File: src/pdr_consts.svh
// offsets, field positions, reset values and timing constants for the bank
`ifndef PDR_CONSTS_SVH
`define PDR_CONSTS_SVH

// ----------------------------------------------------------------
// register offsets
// ----------------------------------------------------------------
`define PDR_OFS_DISCHARGE      8'h06
`define PDR_OFS_OVP            8'h07
`define PDR_OFS_RESERVED       8'h08
`define PDR_OFS_DELAY_CH3_CH2  8'h09

// ----------------------------------------------------------------
// field positions
// ----------------------------------------------------------------
`define PDR_BIT_CH10_PD        5
`define PDR_BIT_CH5_PD         4
`define PDR_BIT_CH4_PD         3
`define PDR_BIT_CH3_PD         2
`define PDR_OVP_MSB            2
`define PDR_DLY_CH3_MSB        7
`define PDR_DLY_CH3_LSB        4
`define PDR_DLY_CH2_MSB        3
`define PDR_DLY_CH2_LSB        0

// ----------------------------------------------------------------
// reset values and writable masks
// ----------------------------------------------------------------
`define PDR_RST_DISCHARGE      8'h1c
`define PDR_MASK_DISCHARGE     8'h3c
`define PDR_RST_OVP            8'h06
`define PDR_MASK_OVP           8'h07

// ----------------------------------------------------------------
// threshold decode and timing
// ----------------------------------------------------------------
`define PDR_OVP_BASE_V         5'h08
`define PDR_OVP_TOP_CODE       3'h7
`define PDR_OVP_TOP_V          5'h19
`define PDR_DLY_STEP_MS        2
`define PDR_CLK_KHZ            200000
`define PDR_DLY_STEP_CYC       (`PDR_DLY_STEP_MS * `PDR_CLK_KHZ)

`endif

File: src/pdr_pkg.sv
// types shared by the discharge, threshold and delay register bank
package pdr_pkg;

	// delay channel sequencing state
	typedef enum logic [1:0] {
		PDR_DLY_OFF,
		PDR_DLY_WAIT,
		PDR_DLY_ON
	} pdr_dly_state_t;

	typedef logic [3:0] pdr_dly_code_t;

endpackage

File: src/pdr_turn_on_delay.sv
// turn-on delay of one converter channel, code times one step
`timescale 1ns/1ps
`default_nettype none
`include "pdr_consts.svh"

module pdr_turn_on_delay #(
	parameter int unsigned STEP_CYC = `PDR_DLY_STEP_CYC
) (
	// clock and reset
	input  wire logic              clk_i,
	input  wire logic              rstn_i,
	// request and code
	input  wire logic              enable_req_i,
	input  wire pdr_pkg::pdr_dly_code_t delay_code_i,
	// delayed enable
	output var  logic              enable_o
);

	pdr_pkg::pdr_dly_state_t state_r, state_nxt;
	logic [18:0]             step_cnt_r, step_cnt_nxt;
	pdr_pkg::pdr_dly_code_t  steps_r, steps_nxt;
	logic                    enable_r, enable_nxt;

	// next state: code 0 enables on the second edge after the request
	always_comb
	begin
		state_nxt    = state_r;
		step_cnt_nxt = step_cnt_r;
		steps_nxt    = steps_r;
		enable_nxt   = 1'b0;
		case (state_r)
			pdr_pkg::PDR_DLY_OFF:
			begin
				step_cnt_nxt = '0;
				steps_nxt    = delay_code_i;
				if (enable_req_i)
					state_nxt = pdr_pkg::PDR_DLY_WAIT;
			end
			pdr_pkg::PDR_DLY_WAIT:
			begin
				if (!enable_req_i)
					state_nxt = pdr_pkg::PDR_DLY_OFF;
				else if (steps_r == '0)
				begin
					state_nxt  = pdr_pkg::PDR_DLY_ON;
					enable_nxt = 1'b1;
				end
				else if (step_cnt_r == 19'(STEP_CYC - 1))
				begin
					step_cnt_nxt = '0;
					steps_nxt    = steps_r - 4'h1; // one 2 ms step done
				end
				else
					step_cnt_nxt = step_cnt_r + 19'h1;
			end
			pdr_pkg::PDR_DLY_ON:
			begin
				enable_nxt = enable_req_i;
				if (!enable_req_i)
					state_nxt = pdr_pkg::PDR_DLY_OFF;
			end
			default:
				state_nxt = pdr_pkg::PDR_DLY_OFF;
		endcase
	end

	// registers
	always_ff @(posedge clk_i or negedge rstn_i)
	begin
		if (!rstn_i)
		begin
			state_r    <= pdr_pkg::PDR_DLY_OFF;
			step_cnt_r <= '0;
			steps_r    <= '0;
			enable_r   <= 1'b0;
		end
		else
		begin
			state_r    <= state_nxt;
			step_cnt_r <= step_cnt_nxt;
			steps_r    <= steps_nxt;
			enable_r   <= enable_nxt;
		end
	end

	assign enable_o = enable_r;

endmodule // pdr_turn_on_delay

`default_nettype wire

File: src/pdr_regs.sv
// discharge, overvoltage threshold and turn-on delay register bank
//
// Functional notes
// RQ1: ch10 bit set pulls ch10 output node down while ch10 is off.
// RQ2: ch5 bit set discharges ch5 output node while ch5 is off.
// RQ3: ch4 and ch3 bits act alike and reset to one.
// RQ4: threshold codes 0 to 6 give 8 V to 20 V, code 7 gives 25 V.
// RQ5: upper nibble of 0x09 delays ch3 enable by code times 2 ms.
// RQ6: lower nibble of 0x09 delays ch2 enable by code times 2 ms.
`timescale 1ns/1ps
`default_nettype none
`include "pdr_consts.svh"

module pdr_regs #(
	parameter int unsigned STEP_CYC          = `PDR_DLY_STEP_CYC,
	parameter logic [31:0] SEQ_DELAY_DEFAULT = 32'h0000_0000
) (
	// clock and reset
	input  wire logic       clk_i,
	input  wire logic       rstn_i,
	// register port from the serial slave
	input  wire logic [7:0] reg_addr_i,
	input  wire logic [7:0] reg_wdata_i,
	input  wire logic       reg_wr_i,
	output var  logic [7:0] reg_rdata_o,
	// sequence profile strap
	input  wire logic [1:0] sequence_profile_select_i,
	// channel state
	input  wire logic       ch10_on_i,
	input  wire logic       ch5_on_i,
	input  wire logic       ch4_on_i,
	input  wire logic       ch3_on_i,
	input  wire logic       ch3_enable_req_i,
	input  wire logic       ch2_enable_req_i,
	// controls to the converters
	output var  logic       ch10_output_node_pulldown_o,
	output var  logic       ch5_output_node_pulldown_o,
	output var  logic       ch4_output_node_pulldown_o,
	output var  logic       ch3_output_node_pulldown_o,
	output var  logic [4:0] led_boost_overvoltage_volts_o,
	output var  logic       ch3_enable_o,
	output var  logic       ch2_enable_o
);

	// ----------------------------------------------------------------
	// decode helpers
	// ----------------------------------------------------------------
	// threshold code to volts: 2 V steps from 8 V, top code jumps
	function automatic logic [4:0] ovp_volts(input logic [2:0] code);
		if (code == `PDR_OVP_TOP_CODE)
			ovp_volts = `PDR_OVP_TOP_V; // RQ4
		else
			ovp_volts = `PDR_OVP_BASE_V + {1'b0, code, 1'b0}; // RQ4
	endfunction

	// one byte of the default table per sequence profile
	function automatic logic [7:0] seq_default(input logic [1:0] sel);
		seq_default = SEQ_DELAY_DEFAULT[{sel, 3'h0} +: 8];
	endfunction

	// one-hot register select: discharge, threshold, reserved, delay
	function automatic logic [3:0] reg_sel(input logic [7:0] addr);
		if (addr == `PDR_OFS_DISCHARGE)
			reg_sel = 4'h1;
		else if (addr == `PDR_OFS_OVP)
			reg_sel = 4'h2;
		else if (addr == `PDR_OFS_RESERVED)
			reg_sel = 4'h4; // reserved: reads zero, writes dropped
		else if (addr == `PDR_OFS_DELAY_CH3_CH2)
			reg_sel = 4'h8;
		else
			reg_sel = 4'h0;
	endfunction

	// ----------------------------------------------------------------
	// register state
	// ----------------------------------------------------------------
	// shadow registers of the bank
	logic [7:0] discharge_r, discharge_nxt;
	logic [7:0] ovp_r, ovp_nxt;
	logic [7:0] delay_r, delay_nxt;
	logic       strap_pend_r, strap_pend_nxt;
	// registered outputs
	logic [7:0] rdata_r, rdata_nxt;
	logic [3:0] pd_r, pd_nxt;
	logic [4:0] ovp_v_r, ovp_v_nxt;
	// one-hot offset decode
	logic [3:0] addr_sel;

	// ----------------------------------------------------------------
	// write and read port
	// ----------------------------------------------------------------
	// one decode of the offset serves both the write and the read path
	assign addr_sel = reg_sel(reg_addr_i);

	// writes, strap load and read mux
	always_comb
	begin
		discharge_nxt  = discharge_r;
		ovp_nxt        = ovp_r;
		delay_nxt      = delay_r;
		strap_pend_nxt = 1'b0;
		rdata_nxt      = 8'h00;
		// delay defaults load from the profile strap once, in the first cycle after reset release
		if (strap_pend_r)
			delay_nxt = seq_default(sequence_profile_select_i);
		// a write in the strap load cycle comes later and so wins
		if (reg_wr_i)
		begin
			if (addr_sel[0])
				discharge_nxt = reg_wdata_i & `PDR_MASK_DISCHARGE;
			else if (addr_sel[1])
				ovp_nxt = reg_wdata_i & `PDR_MASK_OVP;
			else if (addr_sel[3])
				delay_nxt = reg_wdata_i; // RQ5 RQ6
		end
		// reserved offset and unmapped offsets read back as zero
		if (addr_sel[0])
			rdata_nxt = discharge_r;
		else if (addr_sel[1])
			rdata_nxt = ovp_r;
		else if (addr_sel[3])
			rdata_nxt = delay_r;
		else
			rdata_nxt = 8'h00;
	end

	// ----------------------------------------------------------------
	// controls to the converters
	// ----------------------------------------------------------------
	// the pulldown is a level, held for as long as the channel is off,
	// so a node left charged by a slow turn-off still drains; the
	// threshold is handed over in volts so the comparator needs no table
	// pulldown only while the channel is off and its bit is set
	always_comb
	begin
		pd_nxt[3] = discharge_r[`PDR_BIT_CH10_PD] & ~ch10_on_i; // RQ1
		pd_nxt[2] = discharge_r[`PDR_BIT_CH5_PD] & ~ch5_on_i; // RQ2
		pd_nxt[1] = discharge_r[`PDR_BIT_CH4_PD] & ~ch4_on_i; // RQ3
		pd_nxt[0] = discharge_r[`PDR_BIT_CH3_PD] & ~ch3_on_i; // RQ3
		ovp_v_nxt = ovp_volts(ovp_r[`PDR_OVP_MSB:0]); // RQ4
	end

	// ----------------------------------------------------------------
	// state registers
	// ----------------------------------------------------------------
	// registers
	always_ff @(posedge clk_i or negedge rstn_i)
	begin
		if (!rstn_i)
		begin
			discharge_r  <= `PDR_RST_DISCHARGE; // RQ3
			ovp_r        <= `PDR_RST_OVP;
			delay_r      <= 8'h00;
			strap_pend_r <= 1'b1;
			rdata_r      <= 8'h00;
			pd_r         <= 4'h0;
			ovp_v_r      <= 5'h00;
		end
		else
		begin
			discharge_r  <= discharge_nxt;
			ovp_r        <= ovp_nxt;
			delay_r      <= delay_nxt;
			strap_pend_r <= strap_pend_nxt;
			rdata_r      <= rdata_nxt;
			pd_r         <= pd_nxt;
			ovp_v_r      <= ovp_v_nxt;
		end
	end

	// ----------------------------------------------------------------
	// turn-on delay timers
	// ----------------------------------------------------------------
	logic [1:0] dly_req;
	logic [1:0] dly_en;
	logic [7:0] dly_codes;

	assign dly_req   = {ch3_enable_req_i, ch2_enable_req_i};
	assign dly_codes = delay_r;

	// each timer latches its code when its request rises; a write to
	// the delay register while a channel waits only affects the next
	// power-up of that channel
	// index 1 is ch3 upper nibble, index 0 is ch2 lower nibble
	generate
		for (genvar g = 0; g < 2; g++)
		begin : g_dly
			pdr_turn_on_delay #(
				.STEP_CYC     (STEP_CYC)
			) u_dly (
				.clk_i        (clk_i),
				.rstn_i       (rstn_i),
				.enable_req_i (dly_req[g]),
				.delay_code_i (dly_codes[g*4 +: 4]), // RQ5 RQ6
				.enable_o     (dly_en[g])
			);
		end
	endgenerate

	// ----------------------------------------------------------------
	// outputs
	// ----------------------------------------------------------------
	// every output is the q of a register above or in a timer
	assign reg_rdata_o                   = rdata_r;
	assign ch10_output_node_pulldown_o   = pd_r[3];
	assign ch5_output_node_pulldown_o    = pd_r[2];
	assign ch4_output_node_pulldown_o    = pd_r[1];
	assign ch3_output_node_pulldown_o    = pd_r[0];
	assign led_boost_overvoltage_volts_o = ovp_v_r;
	assign ch3_enable_o                  = dly_en[1];
	assign ch2_enable_o                  = dly_en[0];

endmodule // pdr_regs

`default_nettype wire

File: config.mk
export PLATFORM = sky130hd
export DESIGN_NAME = pdr_regs
export DESIGN_NICKNAME = d
export VERILOG_FILES = /design/src/pdr_pkg.sv /design/src/pdr_turn_on_delay.sv /design/src/pdr_regs.sv
export VERILOG_INCLUDE_DIRS = /design/src
export SDC_FILE = /design/constraint.sdc
export NUM_CORES = 1
export LEC_CHECK = 0
export BUFFER_PORTS_ARGS = -buffer_cell sky130_fd_sc_hd__clkbuf_2
export CAP_MARGIN = 20
export CORE_MARGIN = 4
export CORE_UTILIZATION = 40
export CTS_BUF_LIST = sky130_fd_sc_hd__clkbuf_8
export DETAILED_ROUTE_END_ITERATION = 16
export PLACE_DENSITY = 0.65
export SLEW_MARGIN = 20
export SYNTH_ARGS = -nofsm -noshare
export SYNTH_HDL_FRONTEND = slang
export SYNTH_SLANG_ARGS = --single-unit
File: constraint.sdc
create_clock -name clk_i -period 5.6 [get_ports clk_i]
set_input_delay 0.84 -clock clk_i [delete_from_list [all_inputs] [get_ports clk_i]]
set_output_delay 0.84 -clock clk_i [all_outputs]
set_load 0.1 [all_outputs]
# After elaboration in Yosys (flattened, before gate mapping)

Index checks and enable logic that the tools add are counted.
Widths: inputs -> output; s select.

Mux-type cells: 45
Add/sub/neg operators: 5
Equality and inequality tests: 23
Bitwise logic cells: 9
Shift operators: 1
Reduce and logical (&&, ||, !) cells: 14

Operators by type and width:

| operator                | number |
|---|---|
| $mux 19                 | 6 |
| $pmux 19 s2             | 2 |
| $mux 8                  | 8 |
| $mux 4                  | 10 |
| $add 19x1->19 const B   | 2 |
| $eq 19x19->1 const B    | 2 |
| $shiftx 32x6->8 const A | 1 |
| $eq 8x3->1 const B      | 2 |
| $eq 8x4->1 const B      | 2 |
| $mux 2                  | 8 |
| $ne 2x2->1 const B      | 8 |
| $pmux 4 s2              | 2 |
| $reduce_and 3->1        | 5 |
| $pmux 2 s3              | 2 |
| $logic_not 4->1         | 2 |
| $reduce_and 4->1        | 2 |
| $sub 4x1->4 const B     | 2 |
| $ne 3x2->1 const B      | 2 |
| $add 4x4->5 const A     | 1 |
| $mux 5                  | 1 |
| $not 1->1               | 5 |
| $and 1x1->1             | 4 |
| $eq 2x1->1 const B      | 2 |
| $eq 2x2->1 const B      | 2 |
| other kinds (7)         | 14 |

Input port bits: 27
Output and inout bits: 19
Flip-flop bits (word level): 85
Logic and storage cells: 112

# Depth between registers and ports, before layout

Word-level depth: 9
Depth in mapped cells: 8

# Modules after synthesis

From an unflattened synthesis, not the netlist that was laid out.

Cells, all modules: 421
Area, all modules: 4396.7 um^2

By module, submodules not included:

| module            | sequential area each (um^2) | area an instance (um^2) | instances | cells an instance |
|---|---|---|---|---|
| pdr_turn_on_delay | 650.6                       | 1531.5                  | 2         | 162 |
| pdr_regs          | 833.3                       | 1333.8                  | 1         | 97 |

# Worst setup path before layout

OpenSTA, ideal clock, no wires.

Kind: input -> register
Start point: in reg_addr_i[5]
End point: reg delay_r[0]
Cell stages on the path: 5
Setup slack: 3.340 ns
Required time: 5.475 ns
Library setup time: 0.125 ns
Buffers on the path: 0
Arrival time: 2.135 ns
Cells stage by stage: nor4_1 nand2_1 nor4b_4 nand2_2 mux2_2

Cells in the longest elaborated chain, start to end: 9
Elaborated cells on any way between the ends: 12

Ends and longest elaborated chain:

| what                        | RTL line        | RTL |
|---|---|---|
| from (decl)                 | pdr_regs.sv:22  | `input wire logic [7:0] reg_addr_i,` |
| $eq 8x4->1 (no source line) | -               |  |
| $mux 4                      | pdr_regs.sv:69  | `` else if (addr == `PDR_OFS_DELAY_CH3_CH2) `` |
| $mux 4                      | pdr_regs.sv:67  | `` else if (addr == `PDR_OFS_RESERVED) `` |
| $mux 4                      | pdr_regs.sv:65  | `` else if (addr == `PDR_OFS_OVP) `` |
| $mux 4 *                    | pdr_regs.sv:63  | `` if (addr == `PDR_OFS_DISCHARGE) `` |
| $mux 8                      | pdr_regs.sv:114 | `else if (addr_sel[3])` |
| $mux 8                      | pdr_regs.sv:112 | `else if (addr_sel[1])` |
| $mux 8 *                    | pdr_regs.sv:110 | `if (addr_sel[0])` |
| $mux 8 *                    | pdr_regs.sv:108 | `if (reg_wr_i)` |
| via delay_nxt[0]            | pdr_regs.sv:81  | `logic [7:0] delay_r, delay_nxt;` |
| to (signal assigned)        | pdr_regs.sv:164 | `delay_r <= delay_nxt;` |
| to (decl)                   | pdr_regs.sv:81  |  |

The timed path passes the listed nets; every way through them passes the cells marked *.
A chain may end at the register's enable or synchronous reset.

# Worst setup path in the final report

Start point: reg g_dly[1].u_dly.state_r[1]
End point: reg g_dly[1].u_dly.step_cnt_r[9]

Cells in the longest elaborated chain, start to end: 3
Elaborated cells on any way between the ends: 7

Ends and longest elaborated chain:

| what                                                                    | RTL line                | RTL |
|---|---|---|
| from (decl)                                                             | pdr_turn_on_delay.sv:19 | `pdr_pkg::pdr_dly_state_t state_r, state_nxt;` |
| from (signal assigned)                                                  | pdr_turn_on_delay.sv:72 | `state_r <= pdr_pkg::PDR_DLY_OFF;` |
| from (signal assigned)                                                  | pdr_turn_on_delay.sv:79 | `state_r <= state_nxt;` |
| $eq 2x1->1 / $logic_not 2->1 (equally long branches)                    | pdr_turn_on_delay.sv:31 | `case (state_r)` |
| $ne 2x2->1 (no source line) / $reduce_bool 2->1 (equally long branches) | -                       |  |
| $reduce_and 3->1 (no source line)                                       | -                       |  |
| to (signal assigned)                                                    | pdr_turn_on_delay.sv:80 | `step_cnt_r <= step_cnt_nxt;` |
| to (decl)                                                               | pdr_turn_on_delay.sv:20 | `logic [18:0] step_cnt_r, step_cnt_nxt;` |

Parallel ways exist; a longest one is shown, timed or not.

==> results.py <==
metrics = {
    "global_route": {
        "met1_usage": 0.200,
        "grt_max_degree": 86,
        "grtUsageTotal": 0.150,
        "grt_pass1_wl_mm": 15.6,
        "use_met2": 0.230,
        "grt_pass1_vias": 3318,
        "overflow": 0,
        "antenna_found_initial": 0,
        "grtUsageMet3": 0.0415,
        "grt_busiest_layer": "met2",
    },
    "clocking": {
        "worstSkewPairLatency_ns": 0.36,
        "cts.sinks": 85,
        "htreeDepth": 3,
        "cts_root_buffer": "clkbuf_8",
        "post_cts_buffers": 0,
        "cts_resized": 0,
        "cts_tree": "yes",
        "clkSlewWorstSetupHoldPaths_ns": 0.09,
        "cts_buffers": 9,
        "hold_buffers": 0,
        "cts_buffer_depth": 2,
    },
    "synthesis": {
        "synthArstFlopShare": 1.00,
        "ys_seq_area_frac": 0.492,
        "yosys_warnings": 0,
        "netlist_instances": 422,
        "synthesis.area_um2": 4340,
        "synth_ff_type": "dfrtp_1",
        "ys_ff_latch": 85,
        "synth_edf_count": 0,
        "syn_area_per_cell_um2": 10.3,
        "syn_nets": 461,
        "synthDistinctLibCells": 64,
    },
    "drt": {
        "drt-total-wl_mm": 8.81,
        "wl_per_cell_um": 14.5,
        "via_count": 3267,
        "drtPass1Iterations": 4,
        "dr.first_iter.drc_count": 176,
        "route.detailed.drc": 0,
        "drt-vias-per-instance": 5.37,
        "ant_nets": 0,
    },
    "layout": {
        "layout_common_cells": "dfrtp_1 (79), nand2_1 (51), clkbuf_2 (42)",
        "fill_cells": 1017,
        "synthToLayoutAreaGrowth_pct": 13.1,
        "multiInputGateArea_um2": 2110,
        "ff_latch_area_um2": 2130,
        "final_layout_size_suffix_gt1_frac": 0.208,
        "nets": 506,
        "diodes": 0,
        "layout_commonest_cell": "dfrtp_1",
    },
    "worst_setup_path": {
        "worst_r2r_path_depth": 7,
        "crit_type": "flip-flop to flip-flop",
        "critPathLaunch": "g_dly[1].u_dly.state_r[1]",
        "crit_required_ns": 5.87,
        "crit_end": "g_dly[1].u_dly.step_cnt_r[9]",
        "path_max_fanout": 16,
        "arrival_ns": 3.23,
        "startpoint_type": "flip-flop",
        "rrSetupSlack_ns": 2.64,
        "end_kind": "flip-flop",
        "r2r_start": "g_dly[1].u_dly.state_r[1]",
        "worstReg2RegEnd": "g_dly[1].u_dly.step_cnt_r[9]",
    },
    "hold_path": {
        "min_path_type": "flip-flop to flip-flop",
    },
    "job": {
        "max-cap-violations": 0,
    },
    "floorplan": {
        "dieArea_um2": 12600,
        "start_util": 0.415,
        "pin_count": 46,
        "die_h_um": 112,
        "rows": 37,
        "die_w_um": 112,
        "core_um2": 10500,
    },
    "power": {
        "seqPwrFrac": 0.381,
        "power.switching_mw": 0.761,
        "power_density_nw_per_um2": 393,
        "p_comb_frac": 0.369,
        "p_total_mw": 1.93,
        "clkPwrFrac": 0.250,
        "leakage_nw": 2.21,
        "swShare": 0.394,
        "vdd_drop_max_uv": 404,
        "p_int_mw": 1.17,
    },
    "place": {
        "gp_congestion": 0.832,
        "hpwl_mm": 6.13,
        "port_buffers": 43,
        "place_ws_ns": 2.70,
    },
    "sta": {
        "whs_ns": 0.439,
        "clock.fmax_mhz": 338,
        "slew_headroom": 0.294,
        "finalCritPeriodShare": 0.529,
        "hold_viol": 0,
        "rsz0062_at_grt": "no",
        "setup-tns-final_ns": 0,
        "finalClockSkew_ns": 0.00961,
        "finalSetupViolCount": 0,
        "worst_slack_ns": 2.64,
        "worst_pin_slew_ns": 1.05,
        "report.final.slew_viol_count": 0,
        "fin_crit_ns": 2.96,
    },
    "outcome": {
        "status": "completed",
    },
}
power groups by stage:
| stage | Sequential, mW | Clock [mW] | Combinational, mW |
|---|---|---|---|
| final | 0.735 | 0.483 | 0.712 |
| after global routing | 0.746 | 0.522 | 0.805 |
| after CTS | 0.735 | 0.498 | 0.720 |
| after detailed placement | 0.746 | 0 | 0.715 |
| after global placement | 0.742 | 0 | 0.689 |
| after floorplan | 0.773 | 0 | 0.539 |
metal layers:
metal  up-vias  wire (µm)  share of wire
li1       1613          -              -
met1      1586       4260           0.48
met2        60       4010           0.46
met3         8        402          0.046
met4         0        127          0.014
met5         -          0              0
worst max-delay path, stage by stage, from the launching register on:
cell and delay (ns):
dfrtp_1 0.41, inv_1 0.10, ha_1 0.50, nand2_1 0.14, o21ai_1 0.84, nand4_1 0.34
or3_1 0.39, a21oi_1 0.15
synth_stat cells, types with 2 or more instances:
| cell type | instances | area (µm²) |
|---|---|---|
| and4_1 | 6 | 52.6 |
| nor2_1 | 34 | 128 |
| dfrtp_1 | 79 | 1980 |
| and3_1 | 8 | 50.1 |
| or4b_1 | 2 | 20.0 |
| nand3_1 | 23 | 115 |
| a41oi_1 | 3 | 26.3 |
| nor2b_1 | 17 | 106 |
| a22o_1 | 6 | 52.6 |
| a22oi_1 | 3 | 22.5 |
| a21oi_1 | 12 | 60.1 |
| dfstp_2 | 6 | 158 |
| xnor2_1 | 8 | 70.1 |
| mux2_2 | 15 | 169 |
| o211ai_1 | 3 | 22.5 |
| nand2_1 | 51 | 191 |
| buf_4 | 2 | 15.0 |
| ha_1 | 12 | 150 |
| a31oi_1 | 11 | 68.8 |
| buf_2 | 3 | 15.0 |
| nor4_1 | 6 | 37.5 |
| and2_1 | 4 | 25.0 |
| mux2i_1 | 6 | 60.1 |
| nor3b_1 | 2 | 15.0 |
| nor3_1 | 9 | 45.0 |
| nand3b_1 | 2 | 15.0 |
| nand2b_1 | 3 | 18.8 |
| clkbuf_1 | 4 | 15.0 |
| xor2_1 | 9 | 78.8 |
| nand4_1 | 9 | 56.3 |
| o31ai_1 | 2 | 15.0 |
| inv_1 | 12 | 45.0 |
| o32ai_1 | 2 | 17.5 |
| o21ai_0 | 18 | 90.1 |
stage by stage:
stage | cell area (µm²) | utilization | std cells
floorplan | 4340 | - | 422
global placement | 4680 | 0.448 | 592
detailed placement | 4680 | 0.448 | 592
CTS | 4910 | 0.469 | 608
global route | 4910 | 0.469 | 608
finish | 4910 | 0.469 | 608
layout make-up:
cell class | count | share of cell area
Tap cell | 136 | 0.0347
Timing Repair Buffer | 44 | 0.0466
Clock inverter | 6 | 0.0176
Sequential cell | 85 | 0.435
Inverter | 12 | 0.00917
Clock buffer | 10 | 0.0280
Multi-Input combinational cell | 315 | 0.429
cells by family (layout without fill, tap and decap cells):
kind of cell | Yosys count | after routing | share of synthesized area
compound gates | 73 | 73 | 0.119
xor+xnor | 17 | 17 | 0.0343
fa+ha+maj | 12 | 12 | 0.0346
buf+inv | 22 | 72 | 0.0233
flops | 85 | 85 | 0.492
mux | 21 | 21 | 0.0527
other cells | 1 | 1 | 0.000863
simple gates | 191 | 191 | 0.243
sequential cells by signal, indices dropped and copies added, names as in the netlist:
signal	cells
g_dly.u_dly.step_cnt_r	38
delay_r	8
g_dly.u_dly.steps_r	8
reg_rdata_o	8
led_boost_overvoltage_volts_o	5
discharge_r	4
g_dly.u_dly.state_r	4
pd_r	4
ovp_r	3
g_dly.u_dly.enable_o	2
strap_pend_r	1
how the worst min path moves through the flow:
stage	slack (ns)	to	cells after the start	startpoint
final	0.44	led_boost_overvoltage_volts_o[4]	0	ovp_r[2]
after global routing	0.45	led_boost_overvoltage_volts_o[4]	0	ovp_r[2]
after floorplan	0.44	led_boost_overvoltage_volts_o[3]	1	ovp_r[2]
after global placement	0.42	led_boost_overvoltage_volts_o[4]	0	ovp_r[2]
after detailed placement	0.42	led_boost_overvoltage_volts_o[4]	0	ovp_r[2]
after CTS	0.44	led_boost_overvoltage_volts_o[4]	0	ovp_r[2]
Note: power is estimated with default switching activity, not from simulation.
